## src/hdl/lbs_regs.vh

```
// timing constants and phase codes for the ballast start-up sequencer
`ifndef LBS_REGS_VH
`define LBS_REGS_VH
// clock period in picoseconds (200 MHz)
`define LBS_CLK_PS 5000
// times in microseconds
`define LBS_BUS_SAMPLE_US 130
`define LBS_PFC_DELAY_US 300
`define LBS_SOFT_STEP_US 650
`define LBS_IGN_STEP_US 324
// times in milliseconds
`define LBS_BUS95_MS 80
`define LBS_PREHEAT_MAX_MS 2500
`define LBS_IGN_MAX_MS 237
`define LBS_PRERUN_MS 625
// step counts
`define LBS_SOFT_STEPS 15
`define LBS_IGN_STEPS 127
// cycle counts derived from the times (exact multiples of 200 cycles per microsecond)
`define LBS_CYC_PER_US (1000000 / `LBS_CLK_PS)
`define LBS_BUS_SAMPLE_CYC (`LBS_BUS_SAMPLE_US * `LBS_CYC_PER_US)
`define LBS_PFC_DELAY_CYC (`LBS_PFC_DELAY_US * `LBS_CYC_PER_US)
`define LBS_SOFT_STEP_CYC (`LBS_SOFT_STEP_US * `LBS_CYC_PER_US)
`define LBS_IGN_STEP_CYC (`LBS_IGN_STEP_US * `LBS_CYC_PER_US)
`define LBS_BUS95_CYC (`LBS_BUS95_MS * 1000 * `LBS_CYC_PER_US)
`define LBS_PREHEAT_MAX_CYC (`LBS_PREHEAT_MAX_MS * 1000 * `LBS_CYC_PER_US)
`define LBS_IGN_MAX_CYC (`LBS_IGN_MAX_MS * 1000 * `LBS_CYC_PER_US)
`define LBS_PRERUN_CYC (`LBS_PRERUN_MS * 1000 * `LBS_CYC_PER_US)
// preheat time setting has 127 steps across the full range
`define LBS_PREHEAT_SET_STEPS 127
// frequency step index width
`define LBS_STEP_W 7
// one-hot phase codes
`define LBS_PH_UVLO 10'h001
`define LBS_PH_HYST 10'h002
`define LBS_PH_BUSCHK 10'h004
`define LBS_PH_START 10'h008
`define LBS_PH_SOFT 10'h010
`define LBS_PH_PREHEAT 10'h020
`define LBS_PH_IGN 10'h040
`define LBS_PH_PRERUN 10'h080
`define LBS_PH_RUN 10'h100
`define LBS_PH_FAULT 10'h200
`endif

```

## src/hdl/lbs_timer.v

```verilog
// down-counting timer reloaded from load_val whenever load is high on a cycle with clk_en set
`timescale 1ns/1ps
module lbs_timer
#(
	parameter W = 32
)
(
	input wire clk_sys,
	input wire rst_n,
	input wire clk_en,
	input wire load,
	input wire [W-1:0] load_val,
	output reg expired_reg
);
	reg [W-1:0] cnt_reg;
	// ****************************************
	// count down, flag when zero reached
	// ****************************************
	always @(posedge clk_sys or negedge rst_n)
	begin
		if (!rst_n)
		begin
			cnt_reg <= {W{1'b0}};
			expired_reg <= 1'b0;
		end
		else if (clk_en)
		begin
			if (load)
			begin
				cnt_reg <= load_val;
				expired_reg <= 1'b0;
			end
			else if (cnt_reg != {W{1'b0}})
			begin
				cnt_reg <= cnt_reg - {{(W-1){1'b0}}, 1'b1};
				expired_reg <= (cnt_reg == {{(W-1){1'b0}}, 1'b1});
			end
			else
			begin
				expired_reg <= 1'b1;
			end
		end
	end
endmodule // lbs_timer

```

## src/hdl/lbs_sequencer.v

```verilog
// start-up phase sequencer for a lamp ballast controller
// Functional notes
// - inactive below lockout; above starts filament detection
// - sample bus band for 130 us
// - bus ok and filaments: start 135 kHz
// - bus must reach 95% within 80 ms
// - soft start: 15 steps of 650 us
// - preheat hold, programmable up to 2500 ms
// - ignition: 127 steps of 324 us
// - slope and 0.8 V halt descent
// - ignition limited 237 ms, else latched fault
// - 625 ms pre-run, then run monitoring
// - run mode monitors listed fault conditions
// - restart sense over 1.6 V flags open low filament
// - no lamp-sense current boosts restart source current
// - defective filament keeps device monitoring, no power-up
// - bus out of band: wait lockout, no power-up
// - pfc gate follows inverter by 300 us
`timescale 1ns/1ps
`include "lbs_regs.vh"
module lbs_sequencer
#(
	parameter BUS95_CYC = `LBS_BUS95_CYC,
	parameter PREHEAT_MAX_CYC = `LBS_PREHEAT_MAX_CYC,
	parameter IGN_MAX_CYC = `LBS_IGN_MAX_CYC,
	parameter PRERUN_CYC = `LBS_PRERUN_CYC,
	parameter BUS_SAMPLE_CYC = `LBS_BUS_SAMPLE_CYC,
	parameter PFC_DELAY_CYC = `LBS_PFC_DELAY_CYC,
	parameter SOFT_STEP_CYC = `LBS_SOFT_STEP_CYC,
	parameter IGN_STEP_CYC = `LBS_IGN_STEP_CYC
)
(
	input wire clk_sys,
	input wire rst_n,
	input wire clk_en,
	input wire vcc_above_lockout,
	input wire vcc_above_start,
	input wire bus_below_low,
	input wire bus_above_high,
	input wire bus_above_95,
	input wire restart_above_thr,
	input wire lamp_voltage_sense_a,
	input wire lamp_voltage_sense_b,
	input wire low_side_current_sense,
	input wire current_slope_hit,
	input wire [6:0] preheat_time_set,
	input wire bus_overvoltage,
	input wire bus_undervoltage,
	input wire open_loop,
	input wire pfc_overcurrent,
	input wire inv_overcurrent,
	input wire lamp_overvoltage_fault,
	input wire rectifier_effect_fault,
	input wire capacitive_load,
	output reg [9:0] phase_reg,
	output reg [1:0] freq_mode_reg,
	output reg [6:0] freq_step_reg,
	output reg inv_gate_en_reg,
	output reg pfc_gate_en_reg,
	output reg detect_active_reg,
	output reg low_fil_open_reg,
	output reg high_fil_open_reg,
	output reg restart_boost_reg,
	output reg monitor_en_reg,
	output reg run_fault_reg,
	output reg latched_fault_reg
);
	// frequency mode codes: start, soft ramp, preheat, ignition ramp
	localparam [1:0] FM_START = 2'h0;
	localparam [1:0] FM_SOFT = 2'h1;
	localparam [1:0] FM_PREHEAT = 2'h2;
	localparam [1:0] FM_IGN = 2'h3;
	// preheat cycles per setting step (setting 127 gives full duration)
	localparam [31:0] PH_STEP_CYC = PREHEAT_MAX_CYC / `LBS_PREHEAT_SET_STEPS;
	// last index of each ramp, cut to the width of the step register
	localparam [31:0] SOFT_LAST = `LBS_SOFT_STEPS - 1;
	localparam [31:0] IGN_LAST = `LBS_IGN_STEPS;

	reg [9:0] phase_next;
	reg load_phase;
	reg [31:0] phase_load_val;
	reg load_step;
	reg [31:0] step_load_val;
	reg load_pfc;
	reg halted_reg;
	wire phase_exp;
	wire step_exp;
	wire pfc_exp;
	wire fil_ok;
	wire lamp_sense_ok;
	wire bus_in_band;
	wire run_err;
	wire [31:0] preheat_cyc;

	assign lamp_sense_ok = lamp_voltage_sense_a | lamp_voltage_sense_b;
	// high filament open mirrored onto restart threshold
	assign fil_ok = !restart_above_thr && lamp_sense_ok;
	assign bus_in_band = !bus_below_low && !bus_above_high;
	assign preheat_cyc = PH_STEP_CYC * {25'h0000000, preheat_time_set};
	assign run_err = bus_overvoltage | bus_undervoltage | open_loop | pfc_overcurrent | inv_overcurrent
		| lamp_overvoltage_fault | rectifier_effect_fault | capacitive_load;

	// ****************************************
	// shared timebase instances
	// ****************************************
	// phase duration timer
	lbs_timer #(.W(32)) u_phase_tmr
	(
		.clk_sys(clk_sys),
		.rst_n(rst_n),
		.clk_en(clk_en),
		.load(load_phase),
		.load_val(phase_load_val),
		.expired_reg(phase_exp)
	);
	// frequency step interval timer
	lbs_timer #(.W(32)) u_step_tmr
	(
		.clk_sys(clk_sys),
		.rst_n(rst_n),
		.clk_en(clk_en),
		.load(load_step),
		.load_val(step_load_val),
		.expired_reg(step_exp)
	);
	// pfc start delay timer
	lbs_timer #(.W(32)) u_pfc_tmr
	(
		.clk_sys(clk_sys),
		.rst_n(rst_n),
		.clk_en(clk_en),
		.load(load_pfc),
		.load_val(PFC_DELAY_CYC),
		.expired_reg(pfc_exp)
	);

	// ****************************************
	// next phase decision
	// ****************************************
	always @*
	begin
		phase_next = phase_reg;
		load_phase = 1'b0;
		phase_load_val = 32'h00000000;
		load_pfc = 1'b0;
		case (phase_reg)
			`LBS_PH_UVLO:
			begin
				if (vcc_above_lockout)
					phase_next = `LBS_PH_HYST;
			end
			`LBS_PH_HYST:
			begin
				if (!vcc_above_lockout)
					phase_next = `LBS_PH_UVLO;
				else if (vcc_above_start && fil_ok)
				begin
					phase_next = `LBS_PH_BUSCHK;
					load_phase = 1'b1;
					phase_load_val = BUS_SAMPLE_CYC;
				end
			end
			`LBS_PH_BUSCHK:
			begin
				if (!vcc_above_lockout)
					phase_next = `LBS_PH_UVLO;
				else if (phase_exp && bus_in_band && fil_ok)
				begin
					phase_next = `LBS_PH_START;
					load_phase = 1'b1;
					phase_load_val = BUS95_CYC;
					load_pfc = 1'b1;
				end
				else if (phase_exp)
					phase_next = `LBS_PH_FAULT;
			end
			`LBS_PH_START:
			begin
				if (bus_above_95)
					phase_next = `LBS_PH_SOFT;
				else if (phase_exp)
					phase_next = `LBS_PH_FAULT;
			end
			`LBS_PH_SOFT:
			begin
				if (step_exp && freq_step_reg == SOFT_LAST[6:0])
				begin
					phase_next = `LBS_PH_PREHEAT;
					load_phase = 1'b1;
					phase_load_val = preheat_cyc;
				end
			end
			`LBS_PH_PREHEAT:
			begin
				if (phase_exp)
				begin
					phase_next = `LBS_PH_IGN;
					load_phase = 1'b1;
					phase_load_val = IGN_MAX_CYC;
				end
			end
			`LBS_PH_IGN:
			begin
				if (halted_reg && !low_side_current_sense)
				begin
					phase_next = `LBS_PH_PRERUN;
					load_phase = 1'b1;
					phase_load_val = PRERUN_CYC;
				end
				else if (phase_exp)
					phase_next = `LBS_PH_FAULT;
			end
			`LBS_PH_PRERUN:
			begin
				if (phase_exp)
					phase_next = `LBS_PH_RUN;
			end
			`LBS_PH_RUN:
			begin
				if (run_err)
					phase_next = `LBS_PH_FAULT;
			end
			`LBS_PH_FAULT:
			begin
				// only lockout releases the fault state
				if (!vcc_above_lockout)
					phase_next = `LBS_PH_UVLO;
			end
			default:
			begin
				phase_next = `LBS_PH_UVLO;
			end
		endcase
		// supply below lockout forces the block idle from any phase
		if (!vcc_above_lockout)
		begin
			phase_next = `LBS_PH_UVLO;
			load_phase = 1'b0;
			load_pfc = 1'b0;
		end
	end

	// ****************************************
	// step timer reload control
	// ****************************************
	always @*
	begin
		load_step = 1'b0;
		// one less: the registered expiry costs a cycle before the reload
		step_load_val = SOFT_STEP_CYC - 1;
		if (phase_reg == `LBS_PH_START && phase_next == `LBS_PH_SOFT)
			load_step = 1'b1;
		else if (phase_reg == `LBS_PH_SOFT && step_exp)
			load_step = 1'b1;
		else if (phase_reg == `LBS_PH_PREHEAT && phase_next == `LBS_PH_IGN)
		begin
			load_step = 1'b1;
			step_load_val = IGN_STEP_CYC - 1;
		end
		else if (phase_reg == `LBS_PH_IGN && step_exp && !halted_reg)
		begin
			load_step = 1'b1;
			step_load_val = IGN_STEP_CYC - 1;
		end
	end

	// ****************************************
	// phase register and frequency stepping
	// ****************************************
	always @(posedge clk_sys or negedge rst_n)
	begin
		if (!rst_n)
		begin
			phase_reg <= `LBS_PH_UVLO;
			freq_mode_reg <= FM_START;
			freq_step_reg <= 7'h00;
			halted_reg <= 1'b0;
		end
		else if (clk_en)
		begin
			phase_reg <= phase_next;
			if (phase_next != phase_reg)
			begin
				freq_step_reg <= 7'h00;
				halted_reg <= 1'b0;
				case (phase_next)
					`LBS_PH_SOFT: freq_mode_reg <= FM_SOFT;
					`LBS_PH_PREHEAT: freq_mode_reg <= FM_PREHEAT;
					`LBS_PH_IGN, `LBS_PH_PRERUN, `LBS_PH_RUN: freq_mode_reg <= FM_IGN;
					default: freq_mode_reg <= FM_START;
				endcase
			end
			else if (phase_reg == `LBS_PH_SOFT && step_exp)
				freq_step_reg <= freq_step_reg + 7'h01;
			else if (phase_reg == `LBS_PH_IGN)
			begin
				// slope and level seen: stop descent, wait for ignition
				if (current_slope_hit && low_side_current_sense)
					halted_reg <= 1'b1;
				else if (step_exp && !halted_reg && freq_step_reg != IGN_LAST[6:0])
					freq_step_reg <= freq_step_reg + 7'h01;
			end
			else if (phase_reg == `LBS_PH_PRERUN || phase_reg == `LBS_PH_RUN)
				freq_step_reg <= IGN_LAST[6:0];
		end
	end

	// ****************************************
	// gate enables, detection and status
	// ****************************************
	always @(posedge clk_sys or negedge rst_n)
	begin
		if (!rst_n)
		begin
			inv_gate_en_reg <= 1'b0;
			pfc_gate_en_reg <= 1'b0;
			detect_active_reg <= 1'b0;
			low_fil_open_reg <= 1'b0;
			high_fil_open_reg <= 1'b0;
			restart_boost_reg <= 1'b0;
			monitor_en_reg <= 1'b0;
			run_fault_reg <= 1'b0;
			latched_fault_reg <= 1'b0;
		end
		else if (clk_en)
		begin
			// inverter gate active from fixed start through run
			inv_gate_en_reg <= (phase_next == `LBS_PH_START) || (phase_next == `LBS_PH_SOFT)
				|| (phase_next == `LBS_PH_PREHEAT) || (phase_next == `LBS_PH_IGN)
				|| (phase_next == `LBS_PH_PRERUN) || (phase_next == `LBS_PH_RUN);
			// pfc waits for its delay after inverter start
			pfc_gate_en_reg <= inv_gate_en_reg && pfc_exp && !load_pfc && (phase_next != `LBS_PH_FAULT)
				&& (phase_next != `LBS_PH_UVLO);
			// detection in hysteresis and bus check only
			detect_active_reg <= (phase_next == `LBS_PH_HYST) || (phase_next == `LBS_PH_BUSCHK);
			low_fil_open_reg <= (phase_reg == `LBS_PH_HYST) && restart_above_thr;
			high_fil_open_reg <= (phase_reg == `LBS_PH_HYST) && !lamp_sense_ok;
			restart_boost_reg <= (phase_reg == `LBS_PH_HYST) && !lamp_sense_ok;
			monitor_en_reg <= (phase_next == `LBS_PH_RUN);
			if (phase_next == `LBS_PH_UVLO)
				run_fault_reg <= 1'b0;
			else if (phase_reg == `LBS_PH_RUN && run_err)
				run_fault_reg <= 1'b1;
			latched_fault_reg <= (phase_next == `LBS_PH_FAULT);
		end
	end
endmodule // lbs_sequencer

```

## config.mk

```make
export PLATFORM = sky130hd
export DESIGN_NAME = lbs_sequencer
export DESIGN_NICKNAME = d
export VERILOG_FILES = /design/src/hdl/lbs_timer.v /design/src/hdl/lbs_sequencer.v
export VERILOG_INCLUDE_DIRS = /design/src /design/src/hdl
export SDC_FILE = /design/constraint.sdc
export NUM_CORES = 1
export LEC_CHECK = 0
export BUFFER_PORTS_ARGS = -buffer_cell sky130_fd_sc_hd__buf_2
export CAP_MARGIN = 30
export CORE_ASPECT_RATIO = 2
export CORE_MARGIN = 8
export CORE_UTILIZATION = 40
export DETAILED_ROUTE_END_ITERATION = 6
export PLACE_DENSITY_LB_ADDON = 0.08
export SLEW_MARGIN = 20
export SYNTH_ARGS = -nofsm -noshare
export SYNTH_HDL_FRONTEND = slang
export SYNTH_HIERARCHICAL = 1
export SYNTH_SLANG_ARGS = --single-unit
```

## constraint.sdc

```tcl
create_clock -name clk_sys -period 5.9 [get_ports clk_sys]
set_clock_uncertainty 0.15 [all_clocks]
set_input_delay 0.59 -clock clk_sys [delete_from_list [all_inputs] [get_ports clk_sys]]
set_output_delay 0.59 -clock clk_sys [all_outputs]
set_load 0.1 [all_outputs]
```

Yosys cells after proc, flatten, opt, wreduce, memory -nomap -nowiden:

Index checks and enable logic that the tools add are counted.

* memory bits (writable): 0
* bits in latches: 0
* output and inout port bits: 28
* ROM bits: 0
* memories: 0
* register bits: 127

* order comparisons: 0
* multiply operators: 1
* eq/ne operators: 31
* div/mod/pow operators: 0
* add/subtract/negate cells: 4
* shifts and indexed selects: 0
* reductions and logical operators: 54
* bitwise logic cells: 8
* mux-type cells: 61

Operators with widths (number)
* 32-bit two-way mux: 6
* 29-bit case mux with 5 select lines: 1
* 10-bit two-way mux: 10
* 10-bit case mux with 10 select lines: 1
* 32-bit by 1-bit equality test with 1-bit output, second input constant: 3
* 32-bit nonzero test: 3
* 32-bit by 1-bit subtractor with 32-bit output, second input constant: 3
* 17-bit two-way mux: 4
* 24-bit two-way mux: 2
* 7-bit two-way mux: 6
* 15-bit two-way mux: 2
* 22-bit by 7-bit multiplier with 29-bit output, first input constant: 1
* 29-bit two-way mux: 1
* 27-bit two-way mux: 1
* 26-bit two-way mux: 1
* 1-bit two-way mux: 24
* 1-bit logical AND: 22
* 10-bit by 1-bit equality test with 1-bit output, second input constant: 2
* 10-bit equality test, second input constant: 2
* 10-bit by 2-bit equality test with 1-bit output, second input constant: 2
* 10-bit by 3-bit equality test with 1-bit output, second input constant: 2
* 10-bit by 4-bit equality test with 1-bit output, second input constant: 2
* 10-bit by 5-bit equality test with 1-bit output, second input constant: 2
* 10-bit by 6-bit equality test with 1-bit output, second input constant: 2
* other kinds (22): 54

Logic depth before layout (Yosys ltp):

* word-level depth: 17
* depth in mapped cells: 22
* depth with buffers taken out: 22

Hierarchy:

Netlist, hierarchy kept.

By module, submodules not included
* lbs_sequencer: seq. area each 701.9 µm², cells an instance 597, area an instance 4862.2 µm², times used 1
* lbs_timer at u_pfc_tmr ...: seq. area each 825.8 µm², cells an instance 258, area an instance 2188.3 µm², times used 2
* lbs_timer at u_step_tmr: seq. area each 825.8 µm², cells an instance 272, area an instance 2264.7 µm², times used 1

Worst setup path before layout:

OpenSTA, ideal clock, no wires.

* path type: input -> register
* from: in preheat_time_set[5]
* to: reg u_phase_tmr.cnt_reg[26]
* path slack: 529 ps
* stages: 20
* arrival time: 5094 ps
* data required time: 5623 ps
* cells stage by stage: inv_1 -> fa_1 -> inv_1 -> fa_1 -> fa_1 -> inv_1 -> fa_1 -> inv_1 -> ha_1 -> o21ai_0 -> a21oi_1 -> a41o_1 -> a221o_1 -> a2111o_1 -> a31oi_1 -> xor2_1 -> o21ai_0 -> nand2_1 -> o31a_1 -> o22ai_1

* longest elaborated chain between the ends: 4

Ends and longest elaborated chain
* from (decl): RTL line lbs_sequencer.v:46 `input wire [6:0] preheat_time_set,`
* 22-bit by 7-bit multiplier with 29-bit output: RTL line lbs_sequencer.v:99 `assign preheat_cyc = PH_STEP_CYC * {25'h0000000, preheat_time_set};`
* 29-bit two-way mux: RTL line lbs_sequencer.v:186 `if (step_exp && freq_step_reg == SOFT_LAST[6:0])`
* 29-bit case mux with 5 select lines: RTL line lbs_sequencer.v:146 `case (phase_reg)`
* net phase_load_val[26]: RTL line lbs_sequencer.v:81 `reg [31:0] phase_load_val;`
* 32-bit two-way mux: RTL line lbs_timer.v:28 `if (load)`
* to (signal assigned): RTL line lbs_timer.v:23 `cnt_reg <= {W{1'b0}};`
* to (signal assigned): RTL line lbs_timer.v:30 `cnt_reg <= load_val;`
* to (signal assigned): RTL line lbs_timer.v:35 `cnt_reg <= cnt_reg - {{(W-1){1'b0}}, 1'b1};`
* to (decl): RTL line lbs_timer.v:15 `reg [W-1:0] cnt_reg;`

The timed path passes the listed nets, and every way through them passes these cells.
A chain may end at the register's enable or synchronous reset.

Worst setup path after layout:

Ends and elaborated chain as after synthesis.

==> flow_summary.yaml <==
cts:
  h-tree-depth: 4
  cts_root_buffer: "clkbuf_16"
  cts_resized: 0
  cts_tree: "built"
  cts_inserted_buffers: 17
  cts_buffer_depth: 2
  clk_pin_slew_worst_paths_ns: 0.06
  insertion_delay_ns: 0.43
  clock-sinks: 127
timing:
  rsz0062_at_grt: "no"
  maxSlewViolCount: 0
  hold_ws_ns: 0.246
  hold_viol: 0
  fmax_mhz: 183
  finalCriticalPeriod_ns: 5.46
  post-route-period-util_pct: 92.5
  relSlewSlack_pct: 40.1
  tightest_slew_ns: 0.896
  setup_violations: 0
  setup_tns_ns: 0
floorplan:
  start_util_pct: 40.2
  core_sq_mm: 0.0286
  rows: 88
  fp.dieH_um: 256
  dieArea_sq_mm: 0.0348
  io_pins: 56
  die_width_um: 136
worst_setup_path:
  arrival_ns: 5.61
  crit_fanout: 5
  critPathRequiredTime_ns: 6.05
  setup.worst_path.start_class: "input port"
  crit_path_end_kind: "flop"
  critical_path_class: "in -> reg"
synthesis:
  yosysTopAreaCellShare_pct: 27.4
  synth_area_leaders: "dfrtp_1, ha_1, o21ai_0, fa_1, a21oi_1"
  synth_area_sq_mm: 0.0115
  synthFlopType: "dfrtp_1"
  synthDistinctLibCells: 91
  yosysWarnings: 6
  synth_edf_count: 0
  synth-seq-area-share_pct: 27.6
  async_flop_share_pct: 100
  synth_top_area_cell: "dfrtp_1"
  synth_cells: 1385
  ys_ff_latch: 127
  syn_avg_cell_area_sq_um: 8.31
route:
  remaining_drc_errors: 0
  drtAntennaViolNets: 0
  wl_per_cell_um: 18.1
  viasPerCell: 5.90
  drt_wl_total_um: 33100
  first_iter_violations: 774
  first_pass_iters: 5
  num_vias: 10809
place:
  gp_congestion: 0.887
  hpwl_um: 23800
  io_buffer_count: 55
power:
  power.share.clock_pct: 27.1
  switching_power_w: 0.00159
  peakVddDrop_uv: 212
  switching_share_pct: 40.2
  leakagePower_nw: 5.58
  power.sequential.fraction_pct: 30.7
  intPower_w: 0.00236
  powerDensity_mw_per_mm2: 306
  comb_power_share_pct: 42.3
outcome:
  status: "finished clean"
global_routing:
  grt_antenna_before_repair: 0
  gr-total-overflow: 0
  grt_usage_pct: 19.4
  first_global_vias: 10515
  grt_max_degree: 89
  grt_pass1_wl_um: 55300
final_layout:
  drive_gt1_share_pct: 12.4
  antenna_cells: 0
  area_growth_pct: 11.9
  nNetsFinal: 1586
flow_run:
  cap_violations: 0
worst_hold_path:
  min_path_type: "in -> reg"
[placed cells by master (no fill, tap or decap), types with 9 or more instances in the layout]
cell       synthesis  final
o2bb2ai_1         30     30
a31oi_1           11     11
o21ai_1           14     14
o21ai_2           17     17
xor2_1            13     13
nand2b_1          11     11
o31ai_1            9      9
fa_1              27     27
a21o_1            20     20
or3_1             15     15
o21a_1             9      9
nor2b_1           12     12
o21ai_0          115    115
or2_2             12     12
o22ai_1           19     19
nor3_2             9      9
a22oi_1           25     25
xnor2_1           13     13
dfrtp_1          126    126
a21oi_1           94     94
nand4_1           16     16
clkbuf_16          0     17
inv_1             88     87
conb_1             2     62
buf_4              4     20
nor3_1            48     48
and3_1            14     14
nand2_1           79     79
buf_2             26     54
nor2_1           125    125
nor4_1            42     42
a22o_1            11     11
nand3_1           40     40
ha_1              71     71
mux2i_1           10     10
[Yosys cell counts, drive strengths merged, types with 12 or more instances]
cell,instances
ha,71
nand2,79
xor2,13
or2,13
nand4,16
fa,27
clkbuf,40
a21oi,94
a22oi,25
or3,16
nor3,57
and3,15
dfrtp,126
nor4,47
or4,13
xnor2,13
o22ai,20
nor2b,12
nor2,125
inv,89
o2bb2ai,31
buf,41
o21ai,146
a21o,20
nand3,40
[kinds of logic after synthesis]
| family | count (synthesis) | synth area share (%) |
|---|---|---|
| multiplexers | 17 | 1.56 |
| adder cells (fa/ha/maj) | 98 | 12.4 |
| flip-flops | 127 | 27.6 |
| AO/OA/AOI/OAI | 467 | 27.4 |
| other | 2 | 0.0653 |
| AND/OR/NAND/NOR | 478 | 22.5 |
| buffers and inverters | 170 | 6.43 |
| XOR/XNOR | 26 | 1.98 |
[final timing paths]
path | slack (ns) | endpoint | from | cells past startpoint
worst max register to register | 1.06 | u_step_tmr/cnt_reg[30] | phase_reg[4] | 14
min in group asynchronous | 0.43 | freq_step_reg[0] | rst_n | 2
worst max-delay path | 0.44 | u_phase_tmr/cnt_reg[26] | preheat_time_set[5] | 21
worst min register to register | 0.32 | pfc_gate_en_reg | pfc_gate_en_reg | 1
worst min-delay path | 0.25 | low_fil_open_reg | restart_above_thr | 3
max in group asynchronous | 3.93 | u_phase_tmr/cnt_reg[12] | rst_n | 4
[per-stage QoR]
step	cells	worst slack (ns)	total power, W	utilization [%]	instance area (sq um)
finish	1832	0.441	0.00394	45.0	12900
global route	1832	0.145	0.00426	45.0	12900
floorplan	1445	0.529	0.00246	-	11700
detailed placement	1799	0.0349	0.00288	42.8	12200
CTS	1830	0.476	0.00398	44.8	12800
global placement	1799	0.136	0.00286	42.8	12200
[final cells by class]
cell class | instances | area (sq um)
clock buffer | 25 | 505
clock inverter | 6 | 80.1
fill | 2874 | 15800
inverter | 89 | 334
multi-input combinational | 1148 | 7850
sequential | 127 | 3180
tap | 360 | 450
timing repair buffer | 77 | 469
[worst max-delay path, stage by stage]
cell and delay [ns]:
buf_2 0.09, inv_1 0.08, fa_1 0.64, inv_1 0.11, fa_1 0.47, fa_1 0.52, inv_1 0.05, fa_1 0.50
inv_1 0.04, ha_1 0.34, o21ai_0 0.16, a21oi_1 0.10, a41o_1 0.33, a221o_1 0.41, a2111o_1 0.40, a31oi_1 0.20
xor2_1 0.17, o21ai_0 0.09, nand2_1 0.11, o31a_1 0.15, o22ai_1 0.07
[routing by layer]
metal  part of all wire, %  vias to the layer above  track usage (%)
met3                   3.5                       42             2.69
met2                    47                      216             30.7
met1                    47                     5286             26.3
met5                     0                        -                0
li1                      -                     5265                -
met4                   2.4                        0             7.18
[power by group through the flow]
| stage | clock network [W] | logic (W) | registers [W] |
|---|---|---|---|
| floorplan | 0 | 0.00123 | 0.00123 |
| global placement | 0 | 0.00165 | 0.00121 |
| detailed placement | 0 | 0.00166 | 0.00122 |
| CTS | 0.00110 | 0.00167 | 0.00121 |
| global route | 0.00113 | 0.00189 | 0.00124 |
| finish | 0.00107 | 0.00167 | 0.00121 |
[timing repair]
item | 4_1_cts | 5_1_grt
endpoints found under the hold margin | 0 | 24
hold buffers | 0 | 1
buffers inserted | 0 | 0
No activity file was read; power rests on OpenSTA's default activity.
